**config.mk**
```make
export PLATFORM = sky130hd
export DESIGN_NAME = twp_top
export DESIGN_NICKNAME = d
export VERILOG_FILES = /design/src/inc/twp_pkg.sv /design/src/rtl/twp_top.sv
export VERILOG_INCLUDE_DIRS = /design/src /design/src/inc
export SDC_FILE = /design/constraint.sdc
export NUM_CORES = 1
export LEC_CHECK = 0
export BUFFER_PORTS_ARGS = -buffer_cell sky130_fd_sc_hd__buf_2
export CORE_UTILIZATION = 26
export DETAILED_ROUTE_END_ITERATION = 12
export HOLD_SLACK_MARGIN = 0.12
export PLACE_DENSITY = 0.52
export SYNTH_ARGS = -nofsm -noshare
export SYNTH_HDL_FRONTEND = slang
export SYNTH_SLANG_ARGS = --single-unit
```
**constraint.sdc**
```tcl
create_clock -name CLK -period 5.59 [get_ports CLK]
set_input_delay 1.677 -clock CLK [delete_from_list [all_inputs] [get_ports CLK]]
set_output_delay 1.677 -clock CLK [all_outputs]
set_load 0.01 [all_outputs]
```
**src/inc/twp_map.svh**
```systemverilog
`ifndef TWP_MAP_SVH
`define TWP_MAP_SVH

// Register offsets
`define TWP_TMR_OFFSET 8'h05
// Timer control field positions
`define TWP_CTL_RATIO_LSB 0
`define TWP_CTL_EDGE_BIT 4
`define TWP_CTL_SRC_BIT 5
// Watchdog control field positions
`define TWP_WDC_RATIO_LSB 2
`define TWP_WDC_PSEN_BIT 5
`define TWP_WDC_EN_BIT 7
// Reset values
`define TWP_TMR_RST 8'h00
`define TWP_CTL_RST 8'h00
`define TWP_WDC_RST 8'h00
// Writable bit masks, other bits read as zero
`define TWP_CTL_MASK 8'h3F
`define TWP_WDC_MASK 8'hBC
// Timing
`define TWP_CLK_PERIOD_NS 10
`define TWP_WDOG_TIMEOUT_MS 18
`define TWP_WDOG_BASE_CYCLES ((`TWP_WDOG_TIMEOUT_MS * 1000000) / `TWP_CLK_PERIOD_NS)

`endif

```
**src/inc/twp_pkg.sv**
```systemverilog
`default_nettype none

package twp_pkg;

  typedef struct packed {
    logic [1:0] unused_hi;
    logic src_ext;
    logic edge_fall;
    logic unused_3;
    logic [2:0] ratio;
  } twp_ctl_t;

  typedef struct packed {
    logic enable;
    logic unused_6;
    logic pre_en;
    logic [2:0] ratio;
    logic [1:0] unused_lo;
  } twp_wdc_t;

endpackage

`default_nettype wire

```
**src/rtl/twp_top.sv**
```systemverilog
`timescale 1ns/1ps
`default_nettype none
`include "twp_map.svh"

module twp_top
  import twp_pkg::*;
#(
  parameter int unsigned WDOG_BASE_CYCLES = `TWP_WDOG_BASE_CYCLES
) (
  // Clock and reset
  input wire logic CLK,
  input wire logic SYS_RST,
  // Core register access
  input wire logic TMR_WE,
  input wire logic CTL_WE,
  input wire logic WDC_WE,
  input wire logic [7:0] REG_WDATA,
  output logic [7:0] TMR_RDATA,
  output logic [7:0] CTL_RDATA,
  output logic [7:0] WDC_RDATA,
  // Core instructions and power state
  input wire logic WDOG_CLEAR_INSTR,
  input wire logic SLEEP_INSTR,
  input wire logic SLEEPING,
  // External timer input
  input wire logic TMR_PIN,
  // Events
  output logic TMR_OVF,
  output logic WDOG_RST
);

  // Prescaler terminal count for ratio 1:(2 << sel)
  function automatic logic ratio_hit(input logic [7:0] cnt, input logic [2:0] sel);
    logic [8:0] div;
    div = 9'h002 << sel;
    ratio_hit = (cnt == 8'(div - 9'h001));
  endfunction

  logic [7:0] tmr_ff;
  logic [7:0] tmr_pre_ff;
  logic [7:0] ctl_ff;
  logic [7:0] wdc_ff;
  logic pin_ff;
  logic ovf_ff;
  logic [20:0] wd_base_ff;
  logic [7:0] wd_pre_ff;
  logic wd_rst_ff;
  twp_ctl_t ctl;
  twp_wdc_t wdc;
  logic ext_edge;
  logic src_tick;
  logic tmr_inc;
  logic base_hit;
  logic wd_clr;
  logic wd_timeout;

  assign ctl = twp_ctl_t'(ctl_ff);
  assign wdc = twp_wdc_t'(wdc_ff);

  // Control registers
  always_ff @(posedge CLK) begin
    if (SYS_RST) begin
      ctl_ff <= `TWP_CTL_RST;
    end else if (CTL_WE) begin
      ctl_ff <= REG_WDATA & `TWP_CTL_MASK;
    end
  end

  always_ff @(posedge CLK) begin
    if (SYS_RST) begin
      wdc_ff <= `TWP_WDC_RST;
    end else if (WDC_WE) begin
      wdc_ff <= REG_WDATA & `TWP_WDC_MASK;
    end
  end

  // Pin history for edge detect; lets one sample per level suffice
  always_ff @(posedge CLK) begin
    if (SYS_RST) begin
      pin_ff <= 1'b0;
    end else begin
      pin_ff <= TMR_PIN;
    end
  end

  assign ext_edge = ctl.edge_fall ? (pin_ff & ~TMR_PIN) : (~pin_ff & TMR_PIN);
  // source select; internal source halts in sleep
  assign src_tick = ctl.src_ext ? ext_edge : ~SLEEPING;
  assign tmr_inc = src_tick & ratio_hit(tmr_pre_ff, ctl.ratio);

  // timer prescaler; cleared by counter write
  always_ff @(posedge CLK) begin
    if (SYS_RST || TMR_WE) begin
      tmr_pre_ff <= 8'h00;
    end else if (tmr_inc) begin
      tmr_pre_ff <= 8'h00;
    end else if (src_tick) begin
      tmr_pre_ff <= tmr_pre_ff + 8'h01;
    end
  end

  // 8-bit counter; write wins over count; wraps
  always_ff @(posedge CLK) begin
    if (SYS_RST) begin
      tmr_ff <= `TWP_TMR_RST;
    end else if (TMR_WE) begin
      tmr_ff <= REG_WDATA;
    end else if (tmr_inc) begin
      tmr_ff <= tmr_ff + 8'h01;
    end
  end

  always_ff @(posedge CLK) begin
    if (SYS_RST) begin
      ovf_ff <= 1'b0;
    end else begin
      ovf_ff <= ~TMR_WE & tmr_inc & (tmr_ff == 8'hFF);
    end
  end

  // clear instructions; own time-out resets too
  assign wd_clr = WDOG_CLEAR_INSTR | SLEEP_INSTR | wd_rst_ff | ~wdc.enable;
  assign base_hit = (wd_base_ff == 21'(WDOG_BASE_CYCLES - 1));
  // prescaler bypass gives 1:1
  // Clear in the last base cycle must beat the time-out
  assign wd_timeout = wdc.enable & base_hit & ~WDOG_CLEAR_INSTR & ~SLEEP_INSTR &
    (~wdc.pre_en | ratio_hit(wd_pre_ff, wdc.ratio));

  always_ff @(posedge CLK) begin
    if (SYS_RST || wd_clr || base_hit) begin
      wd_base_ff <= 21'h0_0000;
    end else begin
      wd_base_ff <= wd_base_ff + 21'h0_0001;
    end
  end

  always_ff @(posedge CLK) begin
    if (SYS_RST || wd_clr || wd_timeout) begin
      wd_pre_ff <= 8'h00;
    end else if (base_hit && wdc.pre_en) begin
      wd_pre_ff <= wd_pre_ff + 8'h01;
    end
  end

  always_ff @(posedge CLK) begin
    if (SYS_RST) begin
      wd_rst_ff <= 1'b0;
    end else begin
      wd_rst_ff <= wd_timeout;
    end
  end

  assign TMR_RDATA = tmr_ff;
  assign CTL_RDATA = ctl_ff;
  assign WDC_RDATA = wdc_ff;
  assign TMR_OVF = ovf_ff;
  assign WDOG_RST = wd_rst_ff;
endmodule

`default_nettype wire

```
# Yosys cells after proc, flatten, opt, wreduce, memory -nomap -nowiden
# Cells that the tools add are included.
dict set report totals {
  register_bits 59
  output_inout_bits 26
  word_cells 53
}
dict set report classes {
  n_addsub 6
  eq_ne 4
  shift 2
  muxes 4
  bitwise_logic 21
  reduce_logical 7
}
# op n
set op_table {}
lappend op_table {{$add A8 B1 Y8 const B} 3}
lappend op_table {{$add A21 B1 Y21 const B} 1}
lappend op_table {{$eq A21 B21 Y1 const B} 1}
lappend op_table {{$eq A8 B8 Y1} 2}
lappend op_table {{$mux W8} 2}
lappend op_table {{$shl A2 B3 Y8 const A} 2}
lappend op_table {{$sub A8 B1 Y8 const B} 2}
lappend op_table {{$and A1 B1 Y1} 9}
lappend op_table {{$eq A8 B8 Y1 const B} 1}
lappend op_table {{$not A1 Y1} 8}
lappend op_table {{$logic_or A1 B1 Y1} 4}
lappend op_table {{$or A1 B1 Y1} 4}
lappend op_table {{$mux W1} 2}
lappend op_table {{$reduce_bool A2 Y1} 1}
lappend op_table {{$reduce_or A2 Y1} 1}
lappend op_table {{$logic_and A1 B1 Y1} 1}

# Longest topological paths before layout
# Gate-level depths: netlist of the first run.
dict set report logic_depth {
  depth_word 7
  ltp_mapped 12
}

# Worst setup path after synthesis of the first run
# No wires, ideal clock.
dict set report synth_path {
  kind {input port to flip-flop}
  from {input port TMR_PIN}
  to {register tmr_ff[3], in the netlist TMR_RDATA[3]}
  setup_ns 0.091
  arrival_time_ns 3.384
  required_ns 5.499
  setup_slack_ns 2.115
  stages 6
  cell_sequence {or3b_4 > a31oi_4 > nand3_1 > a211o_1 > or4_1 > a311oi_1}
}
dict set report synth_via {
  elab_chain_len 6
}
# item line
set synth_lines {}
lappend synth_lines {{from (decl)} twp_top.sv:26} ;# input wire logic TMR_PIN,
lappend synth_lines {{$not A1 Y1} twp_top.sv:86} ;# assign ext_edge = ctl.edge_fall ? (pin_ff & ~TMR_PIN) : (~pin_ff & TMR_PIN);
lappend synth_lines {{$and A1 B1 Y1} twp_top.sv:86}
lappend synth_lines {{$mux W1 *} twp_top.sv:86}
lappend synth_lines {{$mux W1 *} twp_top.sv:88} ;# assign src_tick = ctl.src_ext ? ext_edge : ~SLEEPING;
lappend synth_lines {{$and A1 B1 Y1 *} twp_top.sv:89} ;# assign tmr_inc = src_tick & ratio_hit(tmr_pre_ff, ctl.ratio);
lappend synth_lines {{$reduce_bool A2 Y1 (no line) *} n/a}
lappend synth_lines {{to (signal assigned)} twp_top.sv:105} ;# tmr_ff <= `TWP_TMR_RST;
lappend synth_lines {{to (signal assigned)} twp_top.sv:109} ;# tmr_ff <= tmr_ff + 8'h01;
lappend synth_lines {{to (decl)} twp_top.sv:39} ;# logic [7:0] tmr_ff;
# Mark *: on every way between the ends. The rest lies on a longest branch, timed or not.
# A chain may end at the register's enable or synchronous reset.

# Worst setup path in the final report of the first run
dict set report layout_path {
  from {input port TMR_PIN}
  to {register tmr_ff[6], in the netlist TMR_RDATA[6]}
}
# The elaborated chain is that of the path after synthesis.

==> results of run 1 <==
## cell type report
cell class                      instances  area (µm²)
Fill cell                            1224        7816
Inverter                                7       26.28
Multi-Input combinational cell        287        1842
Clock inverter                          4       120.1
Timing Repair Buffer                   38       192.7
Clock buffer                           12       256.5
Tap cell                              143       178.9
Sequential cell                        59        1181
## through the flow
stage                     util [%]  area [µm²]
after floorplan                  -        3173
after global placement       29.45        3421
after detailed placement     29.45        3421
after CTS                    32.70        3797
after global routing         32.70        3797
final                        32.70        3797
## power groups by stage
stage                     combinational, µW  clock (µW)  sequential, µW
after global placement                 96.3           0             455
after floorplan                        71.7           0             453
after global routing                    110         722             449
final                                  97.1         688             447
after detailed placement               98.4           0             455
after CTS                              98.8         701             447
## routing by layer
metal	track usage [%]	part of all wire [%]
met2	18.67	45
met3	3.672	4.0
met5	0	0
met1	16.53	51
met4	2.933	0.73
## worst max-delay path: stages
cell                        delay (ns)
sky130_fd_sc_hd__buf_2            0.09
sky130_fd_sc_hd__or3b_4           0.38
sky130_fd_sc_hd__a31oi_4          0.29
sky130_fd_sc_hd__nand3_1          0.11
sky130_fd_sc_hd__a211o_1          0.45
sky130_fd_sc_hd__o41a_1           0.49
sky130_fd_sc_hd__a2111oi_2        0.28
## path summary, 6_finish.rpt
kind / start / end / slack (ns) / cells past startpoint
max: TMR_PIN / TMR_RDATA[6] / 2.02 / 7
max reg2reg: CTL_RDATA[1] / tmr_pre_ff[3] / 2.36 / 9
min reg2reg: wd_base_ff[0] / wd_base_ff[0] / 0.50 / 1
min: wd_base_ff[0] / wd_base_ff[0] / 0.50 / 1
## layout by cell type, fill, tap and decap left out, types with 2 or more instances in the layout
master | synthesis | final
sky130_fd_sc_hd__and3b_1 | 2 | 2
sky130_fd_sc_hd__a2111oi_0 | 2 | 2
sky130_fd_sc_hd__o21ai_0 | 5 | 5
sky130_fd_sc_hd__nand4_1 | 14 | 14
sky130_fd_sc_hd__o31ai_1 | 3 | 3
sky130_fd_sc_hd__conb_1 | 1 | 5
sky130_fd_sc_hd__nor2_1 | 67 | 67
sky130_fd_sc_hd__mux2i_1 | 13 | 13
sky130_fd_sc_hd__nor4bb_1 | 2 | 2
sky130_fd_sc_hd__and3_1 | 4 | 4
sky130_fd_sc_hd__bufinv_16 | 0 | 4
sky130_fd_sc_hd__clkbuf_16 | 0 | 9
sky130_fd_sc_hd__buf_2 | 6 | 37
sky130_fd_sc_hd__xor2_1 | 27 | 27
sky130_fd_sc_hd__o22ai_1 | 3 | 3
sky130_fd_sc_hd__nand3_1 | 18 | 18
sky130_fd_sc_hd__nand2b_1 | 2 | 2
sky130_fd_sc_hd__or4_1 | 6 | 6
sky130_fd_sc_hd__nor2b_1 | 5 | 5
sky130_fd_sc_hd__clkbuf_8 | 0 | 2
sky130_fd_sc_hd__ha_1 | 6 | 6
sky130_fd_sc_hd__inv_1 | 7 | 7
sky130_fd_sc_hd__a311oi_1 | 5 | 5
sky130_fd_sc_hd__a21oi_1 | 8 | 8
sky130_fd_sc_hd__dfxtp_1 | 59 | 59
sky130_fd_sc_hd__and4_1 | 5 | 5
sky130_fd_sc_hd__nor4b_1 | 2 | 2
sky130_fd_sc_hd__or3_1 | 6 | 6
sky130_fd_sc_hd__nand2_1 | 27 | 27
sky130_fd_sc_hd__o31a_1 | 2 | 2
sky130_fd_sc_hd__nor3_1 | 3 | 3
sky130_fd_sc_hd__xnor2_1 | 13 | 13
sky130_fd_sc_hd__nor4_1 | 4 | 4
sky130_fd_sc_hd__a211oi_1 | 8 | 8
## registers in the layout, indices dropped and copies added, names as in the netlist
register	count
WDC_RDATA	5
wd_base_ff	21
CTL_RDATA	6
TMR_RDATA	8
TMR_OVF	1
tmr_pre_ff	8
pin_ff	1
WDOG_RST	1
wd_pre_ff	8
## cells by family (layout without fill, tap and decap cells)
| logic type | after synthesis | after routing |
|---|---|---|
| flops | 59 | 59 |
| mux | 13 | 13 |
| xor+xnor | 40 | 40 |
| other cells | 1 | 5 |
| buf+inv | 33 | 61 |
| compound gates | 47 | 47 |
| simple gates | 176 | 176 |
| fa+ha+maj | 6 | 6 |
==> Implementation_results.wiki, run 1 <==
{| class="wikitable"
! Metric !! Value
|-
| # diodes || 0
|-
| WP data required || slightly below 6 ns
|-
| Part of the power in the clock network || between 50% and 60%
|-
| Accumulated negative setup slack || 0 ns
|-
| Share of final-layout standard cells stronger than drive strength 1 || between 10% and 20%
|-
| Wire length of the first global-routing pass || ~12000 µm
|-
| Count of hold buffers inserted by post-cts repair || 0
|-
| Net Sw Frac || between 20% and 30%
|-
| EDFF count, synth || 0
|-
| Top achievable clock speed || ~280 MHz
|-
| Wire per inst || about 13 µm
|-
| Cells resized by post-CTS repair || 0
|-
| Top-Level Pins || 43
|-
| # setup viols final || 0
|-
| Total gr overflow || 0
|-
| Multiplexer share of the synthesized area || roughly 4%
|-
| Kind of end point of the critical path || flip-flop
|-
| Placeable core region || about 12000 µm²
|-
| Vias in the first global route || 2504
|-
| Synth Instances || around 380
|-
| Number of warnings reported in the yosys synthesis log || 0
|-
| Total number of vias || 2671
|-
| Maximum fanout count along the critical path || 17
|-
| Dpl cells || approximately 530
|-
| Post-route total power || ~1200 µW
|-
| Total count of max-transition violations in the final report || 0
|-
| Die area || 12590 µm²
|-
| Maximum number of pins on one net before global-route repair || 25
|-
| Die extent in y || about 110 µm
|-
| Initial antenna violation count || 0
|-
| Number of buffer cells added on primary ports || 37
|-
| Fraction of post-synthesis cell area in the top cell type by area || approximately 37%
|-
| Min Tclk post-route || 3.571 ns
|-
| Estimated wirelength of the detail-placed design || slightly above 5000 µm
|-
| Row cnt || 39
|-
| Post-CTS Repair Setup Buffers || 0
|-
| Clk_lat worst skew || about 0.32 ns
|-
| Maximum capacitance violations || 0
|-
| H-tree levels || 3
|-
| Maximum buffer depth of the clock tree || 2
|-
| Initial DRC Count || 144
|-
| Classification of the worst setup path || input pin to flip-flop
|-
| Violated checks || design-rule violations
|-
| Most instantiated cells after synthesis || sky130_fd_sc_hd__nor2_1 (67), sky130_fd_sc_hd__dfxtp_1 (59), sky130_fd_sc_hd__nand2_1 (27), sky130_fd_sc_hd__xor2_1 (27), sky130_fd_sc_hd__nand3_1 (18)
|-
| Root buffer cell || sky130_fd_sc_hd__clkbuf_16
|-
| Unrepaired setup endpoints after global routing || no
|-
| TritonCTS Buffers || 9
|-
| Non-filler cells, final || 550
|-
| Share of the cycle needed by the critical path after routing || ~64%
|-
| Most instantiated library cell after synthesis || sky130_fd_sc_hd__nor2_1
|-
| CP Launch Type || input pin
|-
| X dimension of the die || 112.2 µm
|-
| Smallest hold slack || 0.5019 ns
|-
| Data arrival time of the critical path || 3.78 ns
|-
| Syn-to-layout area delta || 20.25%
|-
| Xor/xnor share of the synthesized area || about 11%
|-
| Mean post-synth cell area || 8.421 µm²
|-
| Status || finished with violations
|-
| Max-slew headroom at the worst pin || between 20% and 30%
|-
| Sinks on the clock net || ~60
|-
| Cell variety after synth || 53
|-
| Synthesized-area fraction occupied by and/or/nand/nor cells || between 20% and 30%
|-
| Relative contribution of combinational cells to total power || between 7 and 8%
|-
| Synth Area in Compound Gates || a little under an eighth
|-
| Nets || about 430
|-
| Class of the worst hold path || flip-flop to flip-flop
|-
| Combinational family with the most area after synthesis || simple AND/OR/NAND/NOR gates
|-
| Placer congestion estimate || approximately 0.76
|-
| Synth Register Bits || 59
|-
| Clock transition at the registers of the reported paths || about 0.05 ns
|-
| Async S/R FF share, synth || 0%
|-
| Remaining number of nets flagged by the antenna check after routing || 0
|-
| Slew at the pin closest to its max-slew limit || roughly 1.1 ns
|-
| Netlist Area Pre-Place || roughly 3200 µm²
|-
| Routed wire length || around 7100 µm
|-
| Total leakage power || between 0.001 and 0.0015 µW
|-
| TritonCTS clock tree || built
|-
| Relative contribution of sequential cells to total power || between 30% and 40%
|-
| Post-route DRC || 1
|-
| Internal power || about 980 µW
|-
| Final critical-path setup slack || 2.019 ns
|-
| Clock skew || roughly 0.0060 ns
|-
| Pwr/cell area || 324.5 nW/µm²
|-
| Primary flip-flop cell chosen by synthesis mapping || sky130_fd_sc_hd__dfxtp_1
|-
| Biggest area contributors in the synthesized netlist || sky130_fd_sc_hd__dfxtp_1 (37%), sky130_fd_sc_hd__nor2_1 (8.0%), sky130_fd_sc_hd__xor2_1 (7.5%)
|-
| Synth Area in Adders || under 10%
|-
| Switching power summed over all nets || 255.2 µW
|-
| First drt pass iteration count || 9
|-
| Proportion of synthesized chip area in sequential cells || around 37%
|-
| Total routing resource utilization after global routing || 12.12%
|-
| Worst slack at placement || 1.683 ns
|-
| Leading area contributor after synthesis || sky130_fd_sc_hd__dfxtp_1
|-
| Final hold violation count || 0
|-
| VDD IR-drop max || around 0.17 mV
|-
| Via-per-instance ratio || approximately 4.9
|-
| Initial core utilization || 27.19%
|}
Power figures use the tool's default switching activity.
==> run 2: changes to the inputs <==
--- a/config.mk
+++ b/config.mk
@@ -6,11 +6,12 @@
 export SDC_FILE = /design/constraint.sdc
 export NUM_CORES = 1
 export LEC_CHECK = 0
+export ABC_AREA = 1
 export BUFFER_PORTS_ARGS = -buffer_cell sky130_fd_sc_hd__buf_2
 export CORE_UTILIZATION = 26
 export DETAILED_ROUTE_END_ITERATION = 12
 export HOLD_SLACK_MARGIN = 0.12
-export PLACE_DENSITY = 0.52
+export PLACE_DENSITY = 0.54
 export SYNTH_ARGS = -nofsm -noshare
 export SYNTH_HDL_FRONTEND = slang
 export SYNTH_SLANG_ARGS = --single-unit
==> constraint.sdc (replaced) <==
create_clock -name CLK -period 2.9 [get_ports CLK]
set_input_delay 0.87 -clock CLK [delete_from_list [all_inputs] [get_ports CLK]]
set_output_delay 0.87 -clock CLK [all_outputs]
set_load 0.01 [all_outputs]
==> Implementation_results.wiki, run 2 <==
{| class="wikitable"
! Metric !! Value
|-
| Classification of the worst setup path || flip-flop to flip-flop
|-
| Share of the cycle needed by the critical path after routing || between 70% and 80%
|-
| EDFF count, synth || 0
|-
| Kind of end point of the critical path || flip-flop
|-
| Post-route total power || about 2100 µW
|-
| Relative contribution of sequential cells to total power || between 40 and 50%
|-
| Maximum capacitance violations || 0
|-
| Leading area contributor after synthesis || sky130_fd_sc_hd__dfxtp_1
|-
| Number of warnings reported in the yosys synthesis log || 0
|-
| Nets || roughly 580
|-
| Total routing resource utilization after global routing || a little over an eighth
|-
| Pwr/cell area || 523.6 nW/µm²
|-
| Class of the worst hold path || flip-flop to flip-flop
|-
| Slew at the pin closest to its max-slew limit || around 0.74 ns
|-
| Data arrival time of the critical path || about 2.4 ns
|-
| # diodes || 0
|-
| Primary flip-flop cell chosen by synthesis mapping || sky130_fd_sc_hd__dfxtp_1
|-
| Relative contribution of combinational cells to total power || about a tenth
|-
| Estimated wirelength of the detail-placed design || roughly 6400 µm
|-
| Synth Register Bits || ~60
|-
| Proportion of synthesized chip area in sequential cells || a little over a third
|-
| Internal power || ~1600 µW
|-
| Maximum number of pins on one net before global-route repair || 22
|-
| Register with the most flip-flops || wd_base_ff
|-
| Routed wire length || 8277 µm
|-
| First drt pass iteration count || 4
|-
| Root buffer cell || sky130_fd_sc_hd__clkbuf_16
|-
| Placer congestion estimate || 0.8072
|-
| Maximum buffer depth of the clock tree || 2
|-
| Fraction of post-synthesis cell area in the top cell type by area || roughly a third
|-
| Initial DRC Count || ~160
|-
| Accumulated negative setup slack || 0 ns
|-
| VDD IR-drop max || between 0.4 and 0.5 mV
|-
| Mean post-synth cell area || between 6 and 7 µm²
|-
| Total gr overflow || 0
|-
| Async S/R FF share, synth || 0%
|-
| Cell occurring most often along the worst timing path || sky130_fd_sc_hd__nand2_1
|-
| Post-CTS Repair Setup Buffers || 0
|-
| Via-per-instance ratio || 4.424
|-
| Row cnt || between 40 and 50
|-
| Util after Layout || between 30% and 40%
|-
| Clk_lat worst skew || ~0.33 ns
|-
| Number of buffer cells added on primary ports || 37
|-
| Status || completed
|-
| Worst stage delay on the critical path || approximately 0.40 ns
|-
| Net Sw Frac || 25.32%
|-
| Clock skew || approximately 0.0073 ns
|-
| TritonCTS Buffers || 9
|-
| Top-Level Pins || 43
|-
| Placeable core region || roughly 13000 µm²
|-
| Standard cell with the maximum stage delay on the critical path || sky130_fd_sc_hd__dfxtp_1
|-
| Cell variety after synth || 31
|-
| Syn-to-layout area delta || 18.97%
|-
| Wire per inst || between 10 and 15 µm
|-
| WP data required || about 3.2 ns
|-
| TritonCTS clock tree || built
|-
| Initial core utilization || a little over a quarter
|-
| Top achievable clock speed || about 460 MHz
|-
| Max reg flops || 21
|-
| Unrepaired setup endpoints after global routing || no
|-
| Sinks on the clock net || 59
|-
| Total number of vias || ~3.3k
|-
| Synth Instances || 522
|-
| Remaining number of nets flagged by the antenna check after routing || 0
|-
| Cells traversed along the worst timing path || nor2_1 -> nand2_1 -> ha_1 -> inv_1 -> nand2_1 -> nand2_1 -> nand2_1 -> nand2_1 -> nand3_1 -> nor2_2 -> nand2_4 -> nand2_4 -> nand2_1 -> a21oi_1
|-
| X dimension of the die || approximately 120 µm
|-
| Total count of max-transition violations in the final report || 0
|-
| Post-route DRC || 0
|-
| Initial antenna violation count || 0
|-
| Maximum fanout count along the critical path || 10
|-
| Total leakage power || about 0.0016 µW
|-
| CP Launch Type || flip-flop
|-
| Most instantiated cells after synthesis || sky130_fd_sc_hd__nand2_1 (136), sky130_fd_sc_hd__nor2_1 (70), sky130_fd_sc_hd__inv_1 (64)
|-
| Most common cell after layout, fill and taps aside || sky130_fd_sc_hd__nand2_1
|-
| Count of hold buffers inserted by post-cts repair || 0
|-
| Biggest area contributors in the synthesized netlist || sky130_fd_sc_hd__dfxtp_1 (35%), sky130_fd_sc_hd__nand2_1 (15%), sky130_fd_sc_hd__nor2_1 (7.8%)
|-
| Most instantiated library cell after synthesis || sky130_fd_sc_hd__nand2_1
|-
| Slack of the worst reg-to-reg path || approximately 0.74 ns
|-
| # setup viols final || 0
|-
| Commonest cells after routing, fill and taps aside || sky130_fd_sc_hd__nand2_1 (136), sky130_fd_sc_hd__nor2_1 (70), sky130_fd_sc_hd__inv_1 (64)
|-
| Smallest hold slack || between 0.4 and 0.5 ns
|-
| Final hold violation count || 0
|-
| Share of final-layout standard cells stronger than drive strength 1 || roughly an eighth
|-
| Max-slew headroom at the worst pin || 50.54%
|-
| H-tree levels || 3
|-
| Die extent in y || 115.8 µm
|-
| Clock transition at the registers of the reported paths || approximately 0.05 ns
|-
| Netlist Area Pre-Place || 3369 µm²
|-
| Vias in the first global route || a little under 3k
|-
| Part of the power in the clock network || a little under 50%
|-
| Wire length of the first global-routing pass || ~14000 µm
|-
| Min Tclk post-route || 2.162 ns
|-
| Cells resized by post-CTS repair || 0
|-
| Die area || roughly 13000 µm²
|-
| Switching power summed over all nets || 531.4 µW
|}
[run 2: cell count changes after synthesis, sizes merged, moves of 10 or more]
cell    previous run  this run
a21oi              8        35
clkbuf            15         5
inv                7        67
mux2i             13         0
nand2             27       139
nand3             18        45
o21ai              6        29
xor2              27        16
[run 2: logic make-up (layout without fill, tap and decap cells)]
| group | Yosys count | after routing | synth area share, % |
|---|---|---|---|
| and+or+nand+nor | 289 | 289 | 37.73 |
| buffers and inverters | 81 | 121 | 9.692 |
| AOI/OAI and AO/OA | 65 | 65 | 9.729 |
| DFF | 59 | 59 | 35.05 |
| xor gates and xnor gates | 21 | 21 | 5.458 |
| adders and majority gates | 6 | 6 | 2.228 |
| other | 1 | 5 | 0.1113 |
[run 2: final cells by class]
| type | instances | area [µm²] |
|---|---|---|
| Sequential cell | 59 | 1181 |
| Tap cell | 172 | 215.2 |
| Timing Repair Buffer | 37 | 185.2 |
| Clock inverter | 6 | 66.31 |
| Inverter | 68 | 255.2 |
| Clock buffer | 10 | 229.0 |
| Multi-Input combinational cell | 386 | 1877 |
| Fill cell | 1422 | 8611 |
[run 2: routing by layer]
| layer | GRT usage [%] | part of all wire, % | vias to the layer above |
|---|---|---|---|
| met3 | 3.556 | 3.8 | 11 |
| met4 | 5.897 | 1.3 | 0 |
| met1 | 17.05 | 48 | 1469 |
| met5 | 0 | 0 | - |
| met2 | 21.59 | 46 | 50 |
| li1 | - | - | 1735 |
[run 2: critical path, delay by kind of cell, from the launching register on]
family / cells / cell delay [ns]
simple gates: 11 / 1.14
compound gates: 1 / 0.14
buf+inv: 1 / 0.12
flops: 1 / 0.40
fa+ha+maj: 1 / 0.28
[run 2: metrics by stage]
step	setup WS, ns	instance area (µm²)	std cells
after global routing	0.4892	4009	738
after CTS	0.7750	4009	738
after detailed placement	0.5195	3714	722
after floorplan	0.9791	3385	526
after global placement	0.5778	3714	722
final	0.7384	4009	738
[run 2: power groups by stage]
stage / clock [µW] / combinational, µW / sequential (µW)
6_report: 1040 / 206 / 856
2_1_floorplan: 0 / 141 / 874
3_5_place_dp: 0 / 206 / 873
4_1_cts: 1070 / 207 / 856
3_3_place_gp: 0 / 203 / 873
5_1_grt: 1110 / 237 / 859
[run 2: path summary, 6_finish.rpt]
check           startpoint             to  cells past startpoint
max           CTL_RDATA[1]   TMR_RDATA[6]                     14
min          wd_base_ff[0]  wd_base_ff[0]                      1
max reg2reg   CTL_RDATA[1]   TMR_RDATA[6]                     14
min reg2reg  wd_base_ff[0]  wd_base_ff[0]                      1
